--- src/hdl/nvm_timer_map.svh ---
// Offsets, field positions, reset values and counts of the interval timer.
// Included by its bare name; definitions only.
`ifndef NVM_TIMER_MAP_SVH
`define NVM_TIMER_MAP_SVH

// Register indices; the APB byte address is four times the index.
`define IDX_POINTER      8'h01
`define IDX_DATA         8'h03
`define IDX_CONTROL      8'h04
`define IDX_RELOAD       8'h05
`define IDX_COUNT        8'h06

// Control register field positions.
`define CTL_RUN          7
`define CTL_IE           6
`define CTL_FLAG         5
`define CTL_START        4
`define CTL_MODE_HI      3
`define CTL_MODE_LO      1

// Mode codes held in bits 3 to 1.
`define MODE_WRITE       3'h2
`define MODE_ERASE_WRITE 3'h4
`define MODE_ERASE       3'h7

// Reset values.
`define RESET_BYTE       8'h00
`define RESET_POINTER    7'h00
`define RESET_MODE       3'h0

// Crystal clock periods per counter decrement.
`define PRESCALE         9'd480
`define PRESCALE_W       9

`endif

--- src/hdl/nvm_timer_pkg.sv ---
// Types shared by the interval timer and its tick divider.
// Assumes nvm_timer_map.svh supplies the numeric constants.
`include "nvm_timer_map.svh"

package nvm_timer_pkg;

    typedef enum logic [1:0] {
        ST_IDLE,
        ST_GENERAL,
        ST_CYCLE_FIRST,
        ST_CYCLE_LAST
    } tmrState_type;

    // Interrupt context from the processor core.
    typedef struct packed {
        logic inService;
        logic extPending;
        logic globalEnable;
    } irqCtx_type;

    // Towards the memory array datapath.
    typedef struct packed {
        logic [6:0] pointer;
        logic [7:0] data;
        logic       eraseOn;
        logic       writeOn;
        logic       done;
    } nvmPort_type;

    typedef struct packed {
        tmrState_type state;
        logic         run;
        logic         ie;
        logic         flag;
        logic         start;
        logic [2:0]   mode;
        logic [2:0]   cycleMode;
        logic [7:0]   reload;
        logic [7:0]   count;
        logic [6:0]   pointer;
        logic [7:0]   data;
        logic         pready;
        logic         pslverr;
        logic [7:0]   rdata;
        logic         irq;
        logic         eraseOn;
        logic         writeOn;
        logic         done;
    } timerRegs_type;

    typedef struct packed {
        logic [`PRESCALE_W-1:0] cnt;
        logic                   tick;
    } divRegs_type;

endpackage : nvm_timer_pkg

--- src/hdl/tick_divider.sv ---
// Divides the crystal clock by the prescale count into a one-cycle tick.
// Assumes one clock, synchronous active-high reset.
`timescale 1ns/100ps
`include "nvm_timer_map.svh"

module tick_divider (
    // Clock and reset
    input  wire logic mclk,
    input  wire logic srst,
    // Control
    input  wire logic hold,
    input  wire logic restart,
    // Enable out
    output logic      tick
);
    import nvm_timer_pkg::*;

    divRegs_type s_q;
    divRegs_type s_d;

    always_comb begin
        s_d = s_q;
        // Restart aligns the first interval with a counter load.
        // Hold keeps a pending tick, so entering Stop never loses a step.
        if (restart) begin
            s_d.cnt = '0;
            s_d.tick = 1'b0;
        end else if (!hold) begin
            s_d.tick = 1'b0;
            if (s_q.cnt == `PRESCALE - 9'd1) begin
                s_d.cnt = '0;
                s_d.tick = 1'b1;
            end else begin
                s_d.cnt = s_q.cnt + 9'd1;
            end
        end
    end

    always_ff @(posedge mclk) begin
        if (srst) begin
            s_q <= '0;
        end else begin
            s_q <= s_d;
        end
    end

    assign tick = s_q.tick;

endmodule : tick_divider

--- src/hdl/nvm_interval_timer.sv ---
// Interval timer for the memory page cycles, with its control registers.
// Assumes an APB master on mclk and the core's interrupt context inputs.
//
// What this block does
// - Cycle ends at second underflow (erase/write) or first; stop, flag, clear.
// - Setting the run bit loads the counter from reload, then counts down.
// - Free-running mode reloads, sets the flag and keeps counting.
// - Clearing the run bit stops at once and holds the count.
// - Setting the run bit again restarts from the reload value.
// - The count reads back while running without disturbing it.
// - A set underflow flag gated by the enable makes the interrupt.
// - Request only when not in service, no external, globally enabled.
// - Software may set the flag, giving a software interrupt.
// - Reset clears every register to zero.
// - In Idle the timer and page cycle keep running.
// - In Stop the timer freezes and later resumes from held state.
// - Reload register at index 05, read-only count at index 06.
// - Control: run, enable, flag, start, mode 3..1, bit 0 zero.
// - Eight-bit down-counter stepped every 480 crystal periods.
// - Setting cycle start loads the counter and counts down.
// - Erase/write reloads after the first underflow for the write.
//
// The APB interface to the registers was decided locally.
`timescale 1ns/100ps
`include "nvm_timer_map.svh"

module nvm_interval_timer (
    // Clock and reset
    input  wire logic                       mclk,
    input  wire logic                       srst,
    // APB slave
    input  wire logic [7:0]                 paddr,
    input  wire logic                       psel,
    input  wire logic                       penable,
    input  wire logic                       pwrite,
    input  wire logic [31:0]                pwdata,
    output logic      [31:0]                prdata,
    output logic                            pready,
    output logic                            pslverr,
    // Power modes
    input  wire logic                       idleMode,
    input  wire logic                       stopMode,
    // Interrupt
    input  wire nvm_timer_pkg::irqCtx_type  irqCtx,
    output logic                            irqRequest,
    // Memory array side
    output nvm_timer_pkg::nvmPort_type      nvmPort
);
    import nvm_timer_pkg::*;

    ////////////////////////////////////////////////////////////////////////

    timerRegs_type s_q;
    timerRegs_type s_d;
    logic          tick;
    logic          restart;

    function automatic logic hitReg(input logic [7:0] addr,
                                    input logic [7:0] idx);
        hitReg = (addr == {idx[5:0], 2'b00});
    endfunction : hitReg

    // Idle mode gates only the core, so the timer ignores it.
    tick_divider divider (
        .mclk    (mclk),
        .srst    (srst),
        .hold    (stopMode),
        .restart (restart),
        .tick    (tick)
    );

    ////////////////////////////////////////////////////////////////////////

    logic setupPh;
    logic wrAcc;
    logic mapped;
    logic loaded;
    logic isEw;

    always_comb begin
        s_d = s_q;
        restart = 1'b0;
        loaded = 1'b0;
        s_d.pready = 1'b0;
        s_d.done = 1'b0;
        setupPh = psel && !penable;
        wrAcc = psel && penable && s_q.pready && pwrite && !s_q.pslverr;
        mapped = hitReg(paddr, `IDX_POINTER) || hitReg(paddr, `IDX_DATA)
              || hitReg(paddr, `IDX_CONTROL) || hitReg(paddr, `IDX_RELOAD)
              || hitReg(paddr, `IDX_COUNT);
        // Read data is captured in the setup cycle and answered next cycle.
        if (setupPh) begin
            s_d.pready = 1'b1;
            s_d.pslverr = !mapped || (pwrite && hitReg(paddr, `IDX_COUNT));
            s_d.rdata = `RESET_BYTE;
            if (!pwrite) begin
                if (hitReg(paddr, `IDX_POINTER)) begin
                    s_d.rdata = {1'b0, s_q.pointer};
                end
                if (hitReg(paddr, `IDX_DATA)) begin
                    s_d.rdata = s_q.data;
                end
                if (hitReg(paddr, `IDX_CONTROL)) begin
                    s_d.rdata = {s_q.run, s_q.ie, s_q.flag, s_q.start,
                                 s_q.mode, 1'b0};
                end
                if (hitReg(paddr, `IDX_RELOAD)) begin
                    s_d.rdata = s_q.reload;
                end
                if (hitReg(paddr, `IDX_COUNT)) begin
                    s_d.rdata = s_q.count;
                end
            end
        end
        if (wrAcc) begin
            if (hitReg(paddr, `IDX_POINTER)) begin
                s_d.pointer = pwdata[6:0];
            end
            if (hitReg(paddr, `IDX_DATA)) begin
                s_d.data = pwdata[7:0];
            end
            if (hitReg(paddr, `IDX_RELOAD)) begin
                s_d.reload = pwdata[7:0];
            end
            if (hitReg(paddr, `IDX_CONTROL)) begin
                s_d.run = pwdata[`CTL_RUN];
                s_d.ie = pwdata[`CTL_IE];
                s_d.flag = pwdata[`CTL_FLAG];
                s_d.start = pwdata[`CTL_START];
                s_d.mode = pwdata[`CTL_MODE_HI:`CTL_MODE_LO];
                if (pwdata[`CTL_START] && !s_q.start) begin
                    // A page cycle takes the timer over from free running.
                    s_d.state = ST_CYCLE_FIRST;
                    s_d.cycleMode = pwdata[`CTL_MODE_HI:`CTL_MODE_LO];
                    s_d.count = s_q.reload;
                    restart = 1'b1;
                    loaded = 1'b1;
                end else if (!pwdata[`CTL_START] && s_q.start) begin
                    // Clearing start aborts the cycle; the count is held.
                    s_d.state = ST_IDLE;
                end else if (!s_q.start) begin
                    if (pwdata[`CTL_RUN] && !s_q.run) begin
                        s_d.state = ST_GENERAL;
                        s_d.count = s_q.reload;
                        restart = 1'b1;
                        loaded = 1'b1;
                    end else if (!pwdata[`CTL_RUN]) begin
                        s_d.state = ST_IDLE;
                    end
                end
            end
        end
        isEw = (s_q.cycleMode == `MODE_ERASE_WRITE);
        // Underflow comes after the write so hardware's flag set wins.
        if (tick && !stopMode && !loaded && s_q.state != ST_IDLE) begin
            if (s_q.count != 8'h00) begin
                s_d.count = s_q.count - 8'h01;
            end else begin
                s_d.count = s_q.reload;
                s_d.flag = 1'b1;
                if (s_q.state == ST_CYCLE_FIRST && isEw) begin
                    s_d.state = ST_CYCLE_LAST;
                end else if (s_q.state != ST_GENERAL) begin
                    s_d.state = ST_IDLE;
                    s_d.start = 1'b0;
                    s_d.mode = `RESET_MODE;
                    s_d.done = 1'b1;
                end
            end
        end
        s_d.eraseOn = (s_d.state == ST_CYCLE_FIRST)
                   && (s_d.cycleMode == `MODE_ERASE_WRITE
                       || s_d.cycleMode == `MODE_ERASE);
        s_d.writeOn = (s_d.state == ST_CYCLE_LAST)
                   || ((s_d.state == ST_CYCLE_FIRST) && !s_d.eraseOn);
        s_d.irq = s_d.flag && s_d.ie && !irqCtx.inService
               && !irqCtx.extPending && irqCtx.globalEnable;
    end

    always_ff @(posedge mclk) begin
        if (srst) begin
            s_q <= '0;
        end else begin
            s_q <= s_d;
        end
    end

    assign prdata = {24'h000000, s_q.rdata};
    assign pready = s_q.pready;
    assign pslverr = s_q.pslverr;
    assign irqRequest = s_q.irq;
    assign nvmPort = '{pointer: s_q.pointer, data: s_q.data,
                       eraseOn: s_q.eraseOn, writeOn: s_q.writeOn,
                       done: s_q.done};

    logic ctlWrite;
    assign ctlWrite = wrAcc && hitReg(paddr, `IDX_CONTROL);
endmodule : nvm_interval_timer

--- config.mk ---
export PLATFORM = sky130hd
export DESIGN_NAME = nvm_interval_timer
export DESIGN_NICKNAME = d
export VERILOG_FILES = /design/src/hdl/nvm_timer_pkg.sv /design/src/hdl/tick_divider.sv /design/src/hdl/nvm_interval_timer.sv
export VERILOG_INCLUDE_DIRS = /design/src /design/src/hdl
export SDC_FILE = /design/constraint.sdc
export NUM_CORES = 1
export LEC_CHECK = 0
export BUFFER_PORTS_ARGS = -buffer_cell sky130_fd_sc_hd__buf_2
export CAP_MARGIN = 30
export CORE_MARGIN = 2
export CORE_UTILIZATION = 59
export CTS_BUF_LIST = sky130_fd_sc_hd__clkbuf_4
export CTS_CLUSTER_SIZE = 12
export DETAILED_ROUTE_END_ITERATION = 10
export PLACE_DENSITY_LB_ADDON = 0.1
export SLEW_MARGIN = 20
export SYNTH_ARGS = -nofsm -noshare
export SYNTH_HDL_FRONTEND = slang
export SYNTH_SLANG_ARGS = --single-unit
--- constraint.sdc ---
create_clock -name mclk -period 3.55 [get_ports mclk]
set_input_delay 0.71 -clock mclk [delete_from_list [all_inputs] [get_ports mclk]]
set_output_delay 0.71 -clock mclk [all_outputs]
set_load 0.02 [all_outputs]
==> results of run 1 <==
-- per-layer routing --
layer,vias to the layer above,GRT usage [%]
met3,17,4.352
li1,1577,-
met4,0,10.26
met1,1508,33.56
met5,-,0
met2,99,38.25
-- layout make-up --
type,instances,area (sq um)
inverters,10,37.54
clock inverters,7,116.4
well taps,77,96.34
fillers,607,2317
flip-flops and latches,67,1341
clock buffers,9,67.56
repair buffers,58,302.8
multi-input cells,334,1962
-- kinds of logic after synthesis --
kind of cell    after synthesis  share of synthesized area [%]
fa+ha+maj                     3                          1.002
other cells                   1                         0.1001
simple gates                180                          23.91
xor+xnor                      8                          1.870
buf+inv                      85                          14.13
flops                        67                          35.81
compound gates               91                          15.63
mux                          28                          7.548
-- metrics by stage --
step | instance area, sq um | utilization (%) | power [mW] | setup slack, ns | hold slack (ns)
after floorplan | 3832 | - | 0.8675 | 1.198 | 0.4318
after global placement | 3740 | 59.92 | 0.8782 | 0.6849 | 0.4353
after detailed placement | 3740 | 59.92 | 0.8796 | 0.6833 | 0.4456
after CTS | 3924 | 62.87 | 1.518 | 1.129 | 0.4621
after global routing | 3924 | 62.87 | 1.569 | 0.8890 | 0.4752
final | 3924 | 62.87 | 1.507 | 1.052 | 0.4569
-- path summary, 6_finish.rpt --
kind,from,endpoint,cells past startpoint
max reg2reg,s_q[29],s_q[48],7
min,prdata[7],prdata[7],2
min reg2reg,prdata[7],prdata[7],2
max,paddr[7],s_q[44],7
-- cell usage in the layout, fill, tap and decap left out, types with 5 or more instances in the layout --
| master | n |
|---|---|
| o22ai_1 | 7 |
| clkbuf_4 | 9 |
| nor3_1 | 9 |
| buf_4 | 5 |
| nor2_1 | 57 |
| nor2b_1 | 8 |
| o21ai_0 | 15 |
| nand3_1 | 26 |
| conb_1 | 24 |
| a21oi_1 | 32 |
| buf_2 | 53 |
| nand4_1 | 5 |
| nand2_1 | 43 |
| mux2i_1 | 26 |
| dfxtp_1 | 67 |
| a22oi_1 | 6 |
| a2bb2oi_1 | 5 |
| inv_1 | 10 |
-- state kept, by name, summed over array words and instances, names as in the netlist --
signal	count
nvmPort	18
pready	1
divider.s_q	9
divider.tick	1
pslverr	1
irqRequest	1
prdata	8
s_q	28
-- tightest hold or removal path: cells and delay by family (launching register included) --
family	cells	cell delay [ns]
DFF	1	0.32
and+or+nand+nor	1	0.05
AOI/OAI and AO/OA	1	0.05
-- where the power goes --
part	internal [mW]	total (mW)	leakage (nW)	switching [mW]
Sequential	0.755	0.758	0.540	0.00312
Clock	0.355	0.643	0.0975	0.288
Combinational	0.0293	0.106	1.05	0.0766
Total	1.14	1.51	1.69	0.368
==> flow_metrics.py, run 1 <==
metrics = {
    "finish": {
        "syn_to_final_growth_pct": 4.743,
        "antenna_cells": 0,
        "final_cells": 562,
        "layout-drive-gt1-share_pct": 17.73,
        "fin_nets": 533,
    },
    "worst_setup_path": {
        "path_buf_inv": 1,
        "cp_top_family": "simple AND/OR/NAND/NOR gates",
        "crit_path_start_kind": "input pin",
        "crit_fanout": 15,
        "cp-end-kind": "flip-flop",
        "reg2reg_slack_ns": 1.20,
        "cp_slowest_stage_delay_ns": 0.57,
        "worstPathArrival_ns": 2.78,
        "cp_slowest_cell": "or4_1",
        "path_cells": "buf_2 > or4_1 > nor3_2 > and3_1 > nand2_1 > nand2_1 > a21oi_1",
        "worstSetupPathType": "in -> reg",
        "crit_required_ns": 3.83,
        "timing.critical_path.mode_cell": "nand2_1",
    },
    "placed_design": {
        "portBuffers": 53,
        "place_congestion": 0.8624,
        "placed_cells": 546,
        "place_hpwl_mm": 6.167,
    },
    "floorplanning": {
        "die_h_um": 83.68,
        "initial_core_util_pct": 60.02,
        "die-area_sq_um": 7002,
        "core_area_sq_um": 6241,
        "rows": 29,
        "io_pins": 103,
        "fp.dieW_um": 83.68,
    },
    "timing": {
        "setup_viol": 0,
        "slew_violations": 0,
        "worst_pin_slew_ns": 0.7509,
        "worst_clock_skew_ns": 0.008963,
        "rsz0062_at_grt": "no",
        "post-route-period-util_pct": 70.36,
        "fin_crit_ns": 2.498,
        "relSlewSlack_pct": 49.94,
        "setup_tns_ns": 0,
        "hold_viol_final": 0,
        "fmax_mhz": 400.4,
    },
    "run": {
        "max-cap-violations": 0,
    },
    "global_route": {
        "grt_max_degree": 40,
        "grt_pass1_vias": 2885,
        "grt_pass1_wl_mm": 13.82,
        "antenna_found_initial": 0,
        "grt_use_total_pct": 24.54,
        "overflow": 0,
    },
    "outcome": {
        "status": "complete, no violations",
    },
    "cts": {
        "cts_hold_buf": 0,
        "cts_buffers": 9,
        "tritoncts": "built",
        "htree_levels": 3,
        "cts_root_buffer": "clkbuf_4",
        "cts_setup_buffers": 0,
        "clkSinkCount": 67,
        "clk_latency_ns": 0.41,
        "cts-resized-gates": 0,
        "clk_pin_slew_ns": 0.12,
        "clk_path_buf_depth": 2,
    },
    "pwr": {
        "power.leakage_nw": 1.689,
        "power_density_nw_per_um2": 384.1,
        "vdd_ir_drop_max_mv": 0.3192,
    },
    "synth": {
        "yosysWarnings": 0,
        "synth_top_area_share_pct": 35.80,
        "yosys-top-cells-area": "dfxtp_1 36%, buf_4 10%, mux2i_1 6.9%, nor2_1 5.7%, nand2_1 4.3%",
        "syn_area_sq_um": 3746,
        "synth.distinct_cells": 59,
        "synth-seq-area-share_pct": 35.80,
        "synthArstFlopShare_pct": 0,
        "synth_most_common_cell": "dfxtp_1",
        "syn_avg_cell_area_sq_um": 8.091,
        "ys_seq_elements": 67,
        "synth_top_cell_by_area": "dfxtp_1",
        "synthCells": 463,
        "synth_edf_count": 0,
        "synth_commonest_cells": "67 x dfxtp_1, 57 x nor2_1, 51 x buf_4",
        "synthFlopType": "dfxtp_1",
    },
    "drt": {
        "m1WireLength_mm": 3.993,
        "wire_per_inst_um": 15.04,
        "top_layer_used": "met4",
        "vias": 3201,
        "drc": 0,
        "drtIter0Drc": 213,
        "wl_met3_um": 433,
        "wl_met2_mm": 3.886,
        "viasPerCell": 5.696,
        "drtAntennaViolNets": 0,
        "firstDrtPassIters": 5,
        "drt-total-wl_mm": 8.453,
    },
    "hold_path": {
        "holdCritPathClass": "reg -> reg",
    },
}
No activity file was read; power rests on OpenSTA's default activity.
==> run 2: changes to the inputs <==
--- a/config.mk
+++ b/config.mk
@@ -9,7 +9,7 @@
 export BUFFER_PORTS_ARGS = -buffer_cell sky130_fd_sc_hd__buf_2
 export CAP_MARGIN = 30
 export CORE_MARGIN = 2
-export CORE_UTILIZATION = 59
+export CORE_UTILIZATION = 54
 export CTS_BUF_LIST = sky130_fd_sc_hd__clkbuf_4
 export CTS_CLUSTER_SIZE = 12
 export DETAILED_ROUTE_END_ITERATION = 10
==> constraint.sdc (replaced) <==
create_clock -name mclk -period 2.3 [get_ports mclk]
set_input_delay 0.46 -clock mclk [delete_from_list [all_inputs] [get_ports mclk]]
set_output_delay 0.46 -clock mclk [all_outputs]
set_load 0.02 [all_outputs]
==> flow_metrics.py, run 2 (synthesized netlist as in run 1, its figures left out) <==
metrics = {
    "outcome": {
        "status": "complete, no violations",
    },
    "worst_setup_path": {
        "worstPathArrival_ns": 2.45,
        "cp_slowest_cell": "or3b_2",
        "path_buf_inv": 1,
        "cp_top_family": "simple AND/OR/NAND/NOR gates",
        "path_cells": "inv_1 > ha_1 > or3b_2 > nor4_4 > nand2_1 > o211a_1 > and2_1",
        "r2r-end": "nvmPort[2]",
        "cp_slowest_stage_delay_ns": 0.56,
        "crit_path_start_kind": "flip-flop",
        "crit_fanout": 7,
        "reg2reg_slack_ns": 0.15,
        "r2r_start": "s_q[29]",
        "crit_required_ns": 2.61,
        "ff2ff_path_depth": 7,
        "worstSetupPathType": "reg -> reg",
        "cp-end-kind": "flip-flop",
    },
    "hold_path": {
        "whs_path_depth": 2,
        "holdCritPathClass": "in -> reg",
        "hold_end": "irqRequest",
        "hold_start": "irqCtx[0]",
    },
    "floorplanning": {
        "die-area_sq_um": 7620,
        "initial_core_util_pct": 55.44,
        "io_pins": 103,
        "core_area_sq_um": 6756,
        "die_h_um": 87.29,
        "fp.dieW_um": 87.29,
        "rows": 30,
    },
    "timing": {
        "worst_clock_skew_ns": 0.01684,
        "slew_violations": 0,
        "setup_tns_ns": 0,
        "post-route-period-util_pct": 93.31,
        "fin_crit_ns": 2.146,
        "hold_viol_final": 0,
        "rsz0062_at_grt": "no",
        "holdWs_ns": 0.3054,
        "relSlewSlack_pct": 66.83,
        "setup_viol": 0,
        "worst_pin_slew_ns": 0.4957,
        "fmax_mhz": 466.0,
    },
    "global_route": {
        "grt_max_degree": 21,
        "grt_pass1_vias": 2876,
        "overflow": 0,
        "grt_pass1_wl_mm": 13.82,
        "antenna_found_initial": 0,
        "grt_use_total_pct": 23.19,
    },
    "placed_design": {
        "portBuffers": 53,
        "place_hpwl_mm": 6.480,
        "place_congestion": 0.9096,
    },
    "cts": {
        "cts_buffers": 9,
        "cts_setup_buffers": 0,
        "htree_levels": 3,
        "cts_root_buffer": "clkbuf_4",
        "clk_pin_slew_ns": 0.11,
        "clk_path_buf_depth": 2,
        "clkSinkCount": 67,
        "clk_latency_ns": 0.41,
        "tritoncts": "built",
    },
    "drt": {
        "drc": 0,
        "firstDrtPassIters": 5,
        "drt-total-wl_mm": 8.633,
        "viasPerCell": 5.541,
        "wire_per_inst_um": 14.88,
        "drtIter0Drc": 196,
        "drtAntennaViolNets": 0,
        "vias": 3214,
    },
    "finish": {
        "syn_to_final_growth_pct": 6.546,
        "final_common_cell": "dfxtp_1",
        "largest_register": "s_q",
        "antenna_cells": 0,
        "final_util_pct": 59.07,
        "layout-drive-gt1-share_pct": 20.40,
        "largest_reg_flops": 28,
        "fin_nets": 548,
        "final_cell_mix": "67 x dfxtp_1, 57 x nor2_1, 53 x buf_2, 43 x nand2_1, 32 x a21oi_1",
    },
    "pwr": {
        "p_total_mw": 2.102,
        "vdd_ir_drop_max_mv": 0.2294,
        "power_density_nw_per_um2": 526.5,
        "power.leakage_nw": 1.742,
    },
    "run": {
        "max-cap-violations": 0,
    },
}
-- run 2: metal layers --
metal  routed length (um)  part of all wire (%)  vias to the layer above  global-route usage, %
met5                    0                     0                        -                      0
met4                  123                   1.4                        0                  8.951
met3                  463                   5.4                       13                  3.886
met2                 3927                    45                      110                  35.26
met1                 4119                    48                     1488                  32.73
li1                     -                     -                     1603                      -
-- run 2: layout make-up --
class,count,area [sq um]
clock inverter,6,56.30
clock buffer,10,75.07
inverter,10,37.54
multi-input combinational,334,1966
sequential,67,1341
fill,663,2765
tap,80,100.1
timing repair buffer,73,415.4
-- run 2: worst max path at each step --
stage | startpoint | endpoint | slack (ns) | cells past startpoint
2_1_floorplan | paddr[7] | s_q[37] | 0.20 | 8
3_3_place_gp | paddr[7] | prdata[5] | 0.08 | 8
3_5_place_dp | paddr[7] | prdata[6] | 0.07 | 8
4_1_cts | s_q[29] | s_q[50] | 0.13 | 7
5_1_grt | s_q[29] | nvmPort[2] | 0.01 | 7
6_report | s_q[29] | nvmPort[2] | 0.15 | 7
-- run 2: power by group --
group          internal, mW  switching, mW  total, mW
logic                0.0502          0.118      0.169
clock network         0.335          0.428      0.763
registers              1.17        0.00511       1.17
total                  1.55          0.551       2.10
-- run 2: stage by stage --
step | area [sq um] | worst slack, ns | instances
final | 3991 | 0.1540 | 580
after global routing | 3991 | 0.01060 | 580
after CTS | 3988 | 0.1259 | 580
after detailed placement | 3856 | 0.06547 | 564
after global placement | 3856 | 0.07942 | 564
after floorplan | 3832 | 0.1979 | 486
-- run 2: worst register-to-register path, stage by stage (launching register included) --
cell and delay [ns]:
dfxtp_1 0.33, inv_1 0.10, ha_1 0.17, or3b_2 0.56
nor4_4 0.23, nand2_1 0.24, o211a_1 0.28, and2_1 0.15
-- run 2: repair_timing --
item / in CTS / in global routing
endpoints found under the hold margin: 0 / 0
hold buffers: 0 / 0
setup endpoints to repair: 0 / 4
resized for setup: 0 / 1
==> run 3: changes to the inputs <==
--- a/config.mk
+++ b/config.mk
@@ -9,8 +9,8 @@
 export BUFFER_PORTS_ARGS = -buffer_cell sky130_fd_sc_hd__buf_2
 export CAP_MARGIN = 30
 export CORE_MARGIN = 2
-export CORE_UTILIZATION = 54
-export CTS_BUF_LIST = sky130_fd_sc_hd__clkbuf_4
+export CORE_UTILIZATION = 53
+export CTS_BUF_LIST = sky130_fd_sc_hd__clkbuf_8 sky130_fd_sc_hd__clkbuf_16
 export CTS_CLUSTER_SIZE = 12
 export DETAILED_ROUTE_END_ITERATION = 10
 export PLACE_DENSITY_LB_ADDON = 0.1
==> flow_metrics.py, run 3 (synthesized netlist as in run 1, its figures left out) <==
metrics = {
    "finish": {
        "fillCellCount": 658,
        "layout-drive-gt1-share_pct": 20.20,
        "final_util_pct": 59.25,
        "fin_nets": 549,
        "largest_register": "s_q",
        "largest_reg_flops": 28,
        "seqCellArea_sq_um": 1341,
        "final_cell_mix": "67 x dfxtp_1, 57 x nor2_1, 53 x buf_2, 43 x nand2_1, 32 x a21oi_1",
        "final_common_cell": "dfxtp_1",
        "multi_input_area_sq_um": 1966,
        "final_cell_area_sq_um": 4048,
        "antenna_cells": 0,
        "syn_to_final_growth_pct": 8.049,
    },
    "cts": {
        "cts-resized-gates": 0,
        "tritoncts": "built",
        "cts_hold_buf": 0,
        "clkSinkCount": 67,
        "clk_pin_slew_ns": 0.07,
        "clk_latency_ns": 0.34,
        "htree_levels": 3,
        "cts_setup_buffers": 0,
        "clk_path_buf_depth": 2,
        "cts_root_buffer": "clkbuf_8",
        "cts_buffers": 9,
    },
    "placed_design": {
        "place_hpwl_mm": 6.324,
        "place_congestion": 0.9251,
        "portBuffers": 53,
        "placed_cell_area_sq_um": 3884,
    },
    "worst_setup_path": {
        "crit_path_start_kind": "flip-flop",
        "r2r_start": "s_q[29]",
        "startpoint": "s_q[29]",
        "crit_fanout": 6,
        "worstSetupPathType": "reg -> reg",
        "cp-end-kind": "flip-flop",
        "worstPathArrival_ns": 2.44,
        "crit_required_ns": 2.53,
    },
    "timing": {
        "worst_clock_skew_ns": 0.007365,
        "relSlewSlack_pct": 54.07,
        "fmax_mhz": 454.3,
        "fin_crit_ns": 2.201,
        "hold_viol_final": 0,
        "holdWs_ns": 0.3704,
        "rsz0062_at_grt": "no",
        "worst_pin_slew_ns": 0.6889,
        "setup_viol": 0,
        "slew_violations": 0,
        "post-route-period-util_pct": 95.71,
    },
    "hold_path": {
        "hold_start": "irqCtx[0]",
        "holdCritPathClass": "in -> reg",
    },
    "global_route": {
        "overflow": 0,
        "grt_max_degree": 38,
        "grt_pass1_wl_mm": 13.71,
        "grt_pass1_vias": 2722,
        "antenna_found_initial": 0,
        "grt_use_total_pct": 23.00,
    },
    "drt": {
        "drt-total-wl_mm": 8.672,
        "drtAntennaViolNets": 0,
        "drtIter0Drc": 194,
        "drc": 0,
        "firstDrtPassIters": 5,
        "vias": 3287,
        "wire_per_inst_um": 14.55,
        "viasPerCell": 5.515,
    },
    "floorplanning": {
        "die_h_um": 88.07,
        "io_pins": 103,
        "rows": 30,
        "fp.dieW_um": 88.07,
        "core_area_sq_um": 6832,
        "die-area_sq_um": 7756,
        "initial_core_util_pct": 54.84,
    },
    "pwr": {
        "power.leakage_nw": 1.770,
        "power_density_nw_per_um2": 535.0,
        "vdd_ir_drop_max_mv": 0.3441,
    },
    "run": {
        "max-cap-violations": 0,
    },
    "outcome": {
        "status": "complete, no violations",
    },
}
-- run 3: layout make-up --
| cell class | count | share of cell area, % |
|---|---|---|
| multi-input combinational | 334 | 48.56 |
| sequential | 67 | 33.14 |
| timing repair buffer | 74 | 10.45 |
| clock buffer | 10 | 3.400 |
| tap | 96 | 2.968 |
| inverter | 10 | 0.9274 |
| clock inverter | 5 | 0.5564 |
-- run 3: worst paths after layout --
| check | endpoint | slack (ns) | cells past startpoint |
|---|---|---|---|
| max | nvmPort[2] | 0.1 | 7 |
| min | irqRequest | 0.37 | 2 |
| max reg2reg | nvmPort[2] | 0.1 | 7 |
| min reg2reg | prdata[7] | 0.45 | 2 |
-- run 3: per-layer routing --
layer / wire length, um / vias to the layer above / GRT usage [%]
met3: 518 / 12 / 4.618
li1: - / 1606 / -
met4: 117 / 0 / 8.264
met5: 0 / - / 0
met1: 4216 / 1538 / 33.56
met2: 3820 / 131 / 33.68
-- run 3: report_power, final --
| group | leakage, nW | total (mW) | internal [mW] | switching, mW |
|---|---|---|---|---|
| Combinational | 1.14 | 0.171 | 0.0501 | 0.121 |
| Clock | 0.0943 | 0.824 | 0.401 | 0.423 |
| Sequential | 0.540 | 1.17 | 1.17 | 0.00491 |
| Total | 1.77 | 2.17 | 1.62 | 0.549 |
-- run 3: stage by stage --
stage	total power [mW]	cells	worst slack, ns	setup TNS (ns)
floorplan	1.339	486	0.1979	0
global placement	1.363	581	-0.03746	-0.2425
detailed placement	1.364	581	-0.02672	-0.1345
CTS	2.182	596	0.1186	0
global route	2.256	596	0.001766	0
finish	2.165	596	0.09878	0
-- run 3: critical path: stages (launching register included) --
cell	delay, ns
dfxtp_1	0.31
inv_1	0.10
ha_1	0.22
or3b_2	0.55
nor4_4	0.24
nand2_1	0.24
o211a_1	0.29
and2_1	0.16
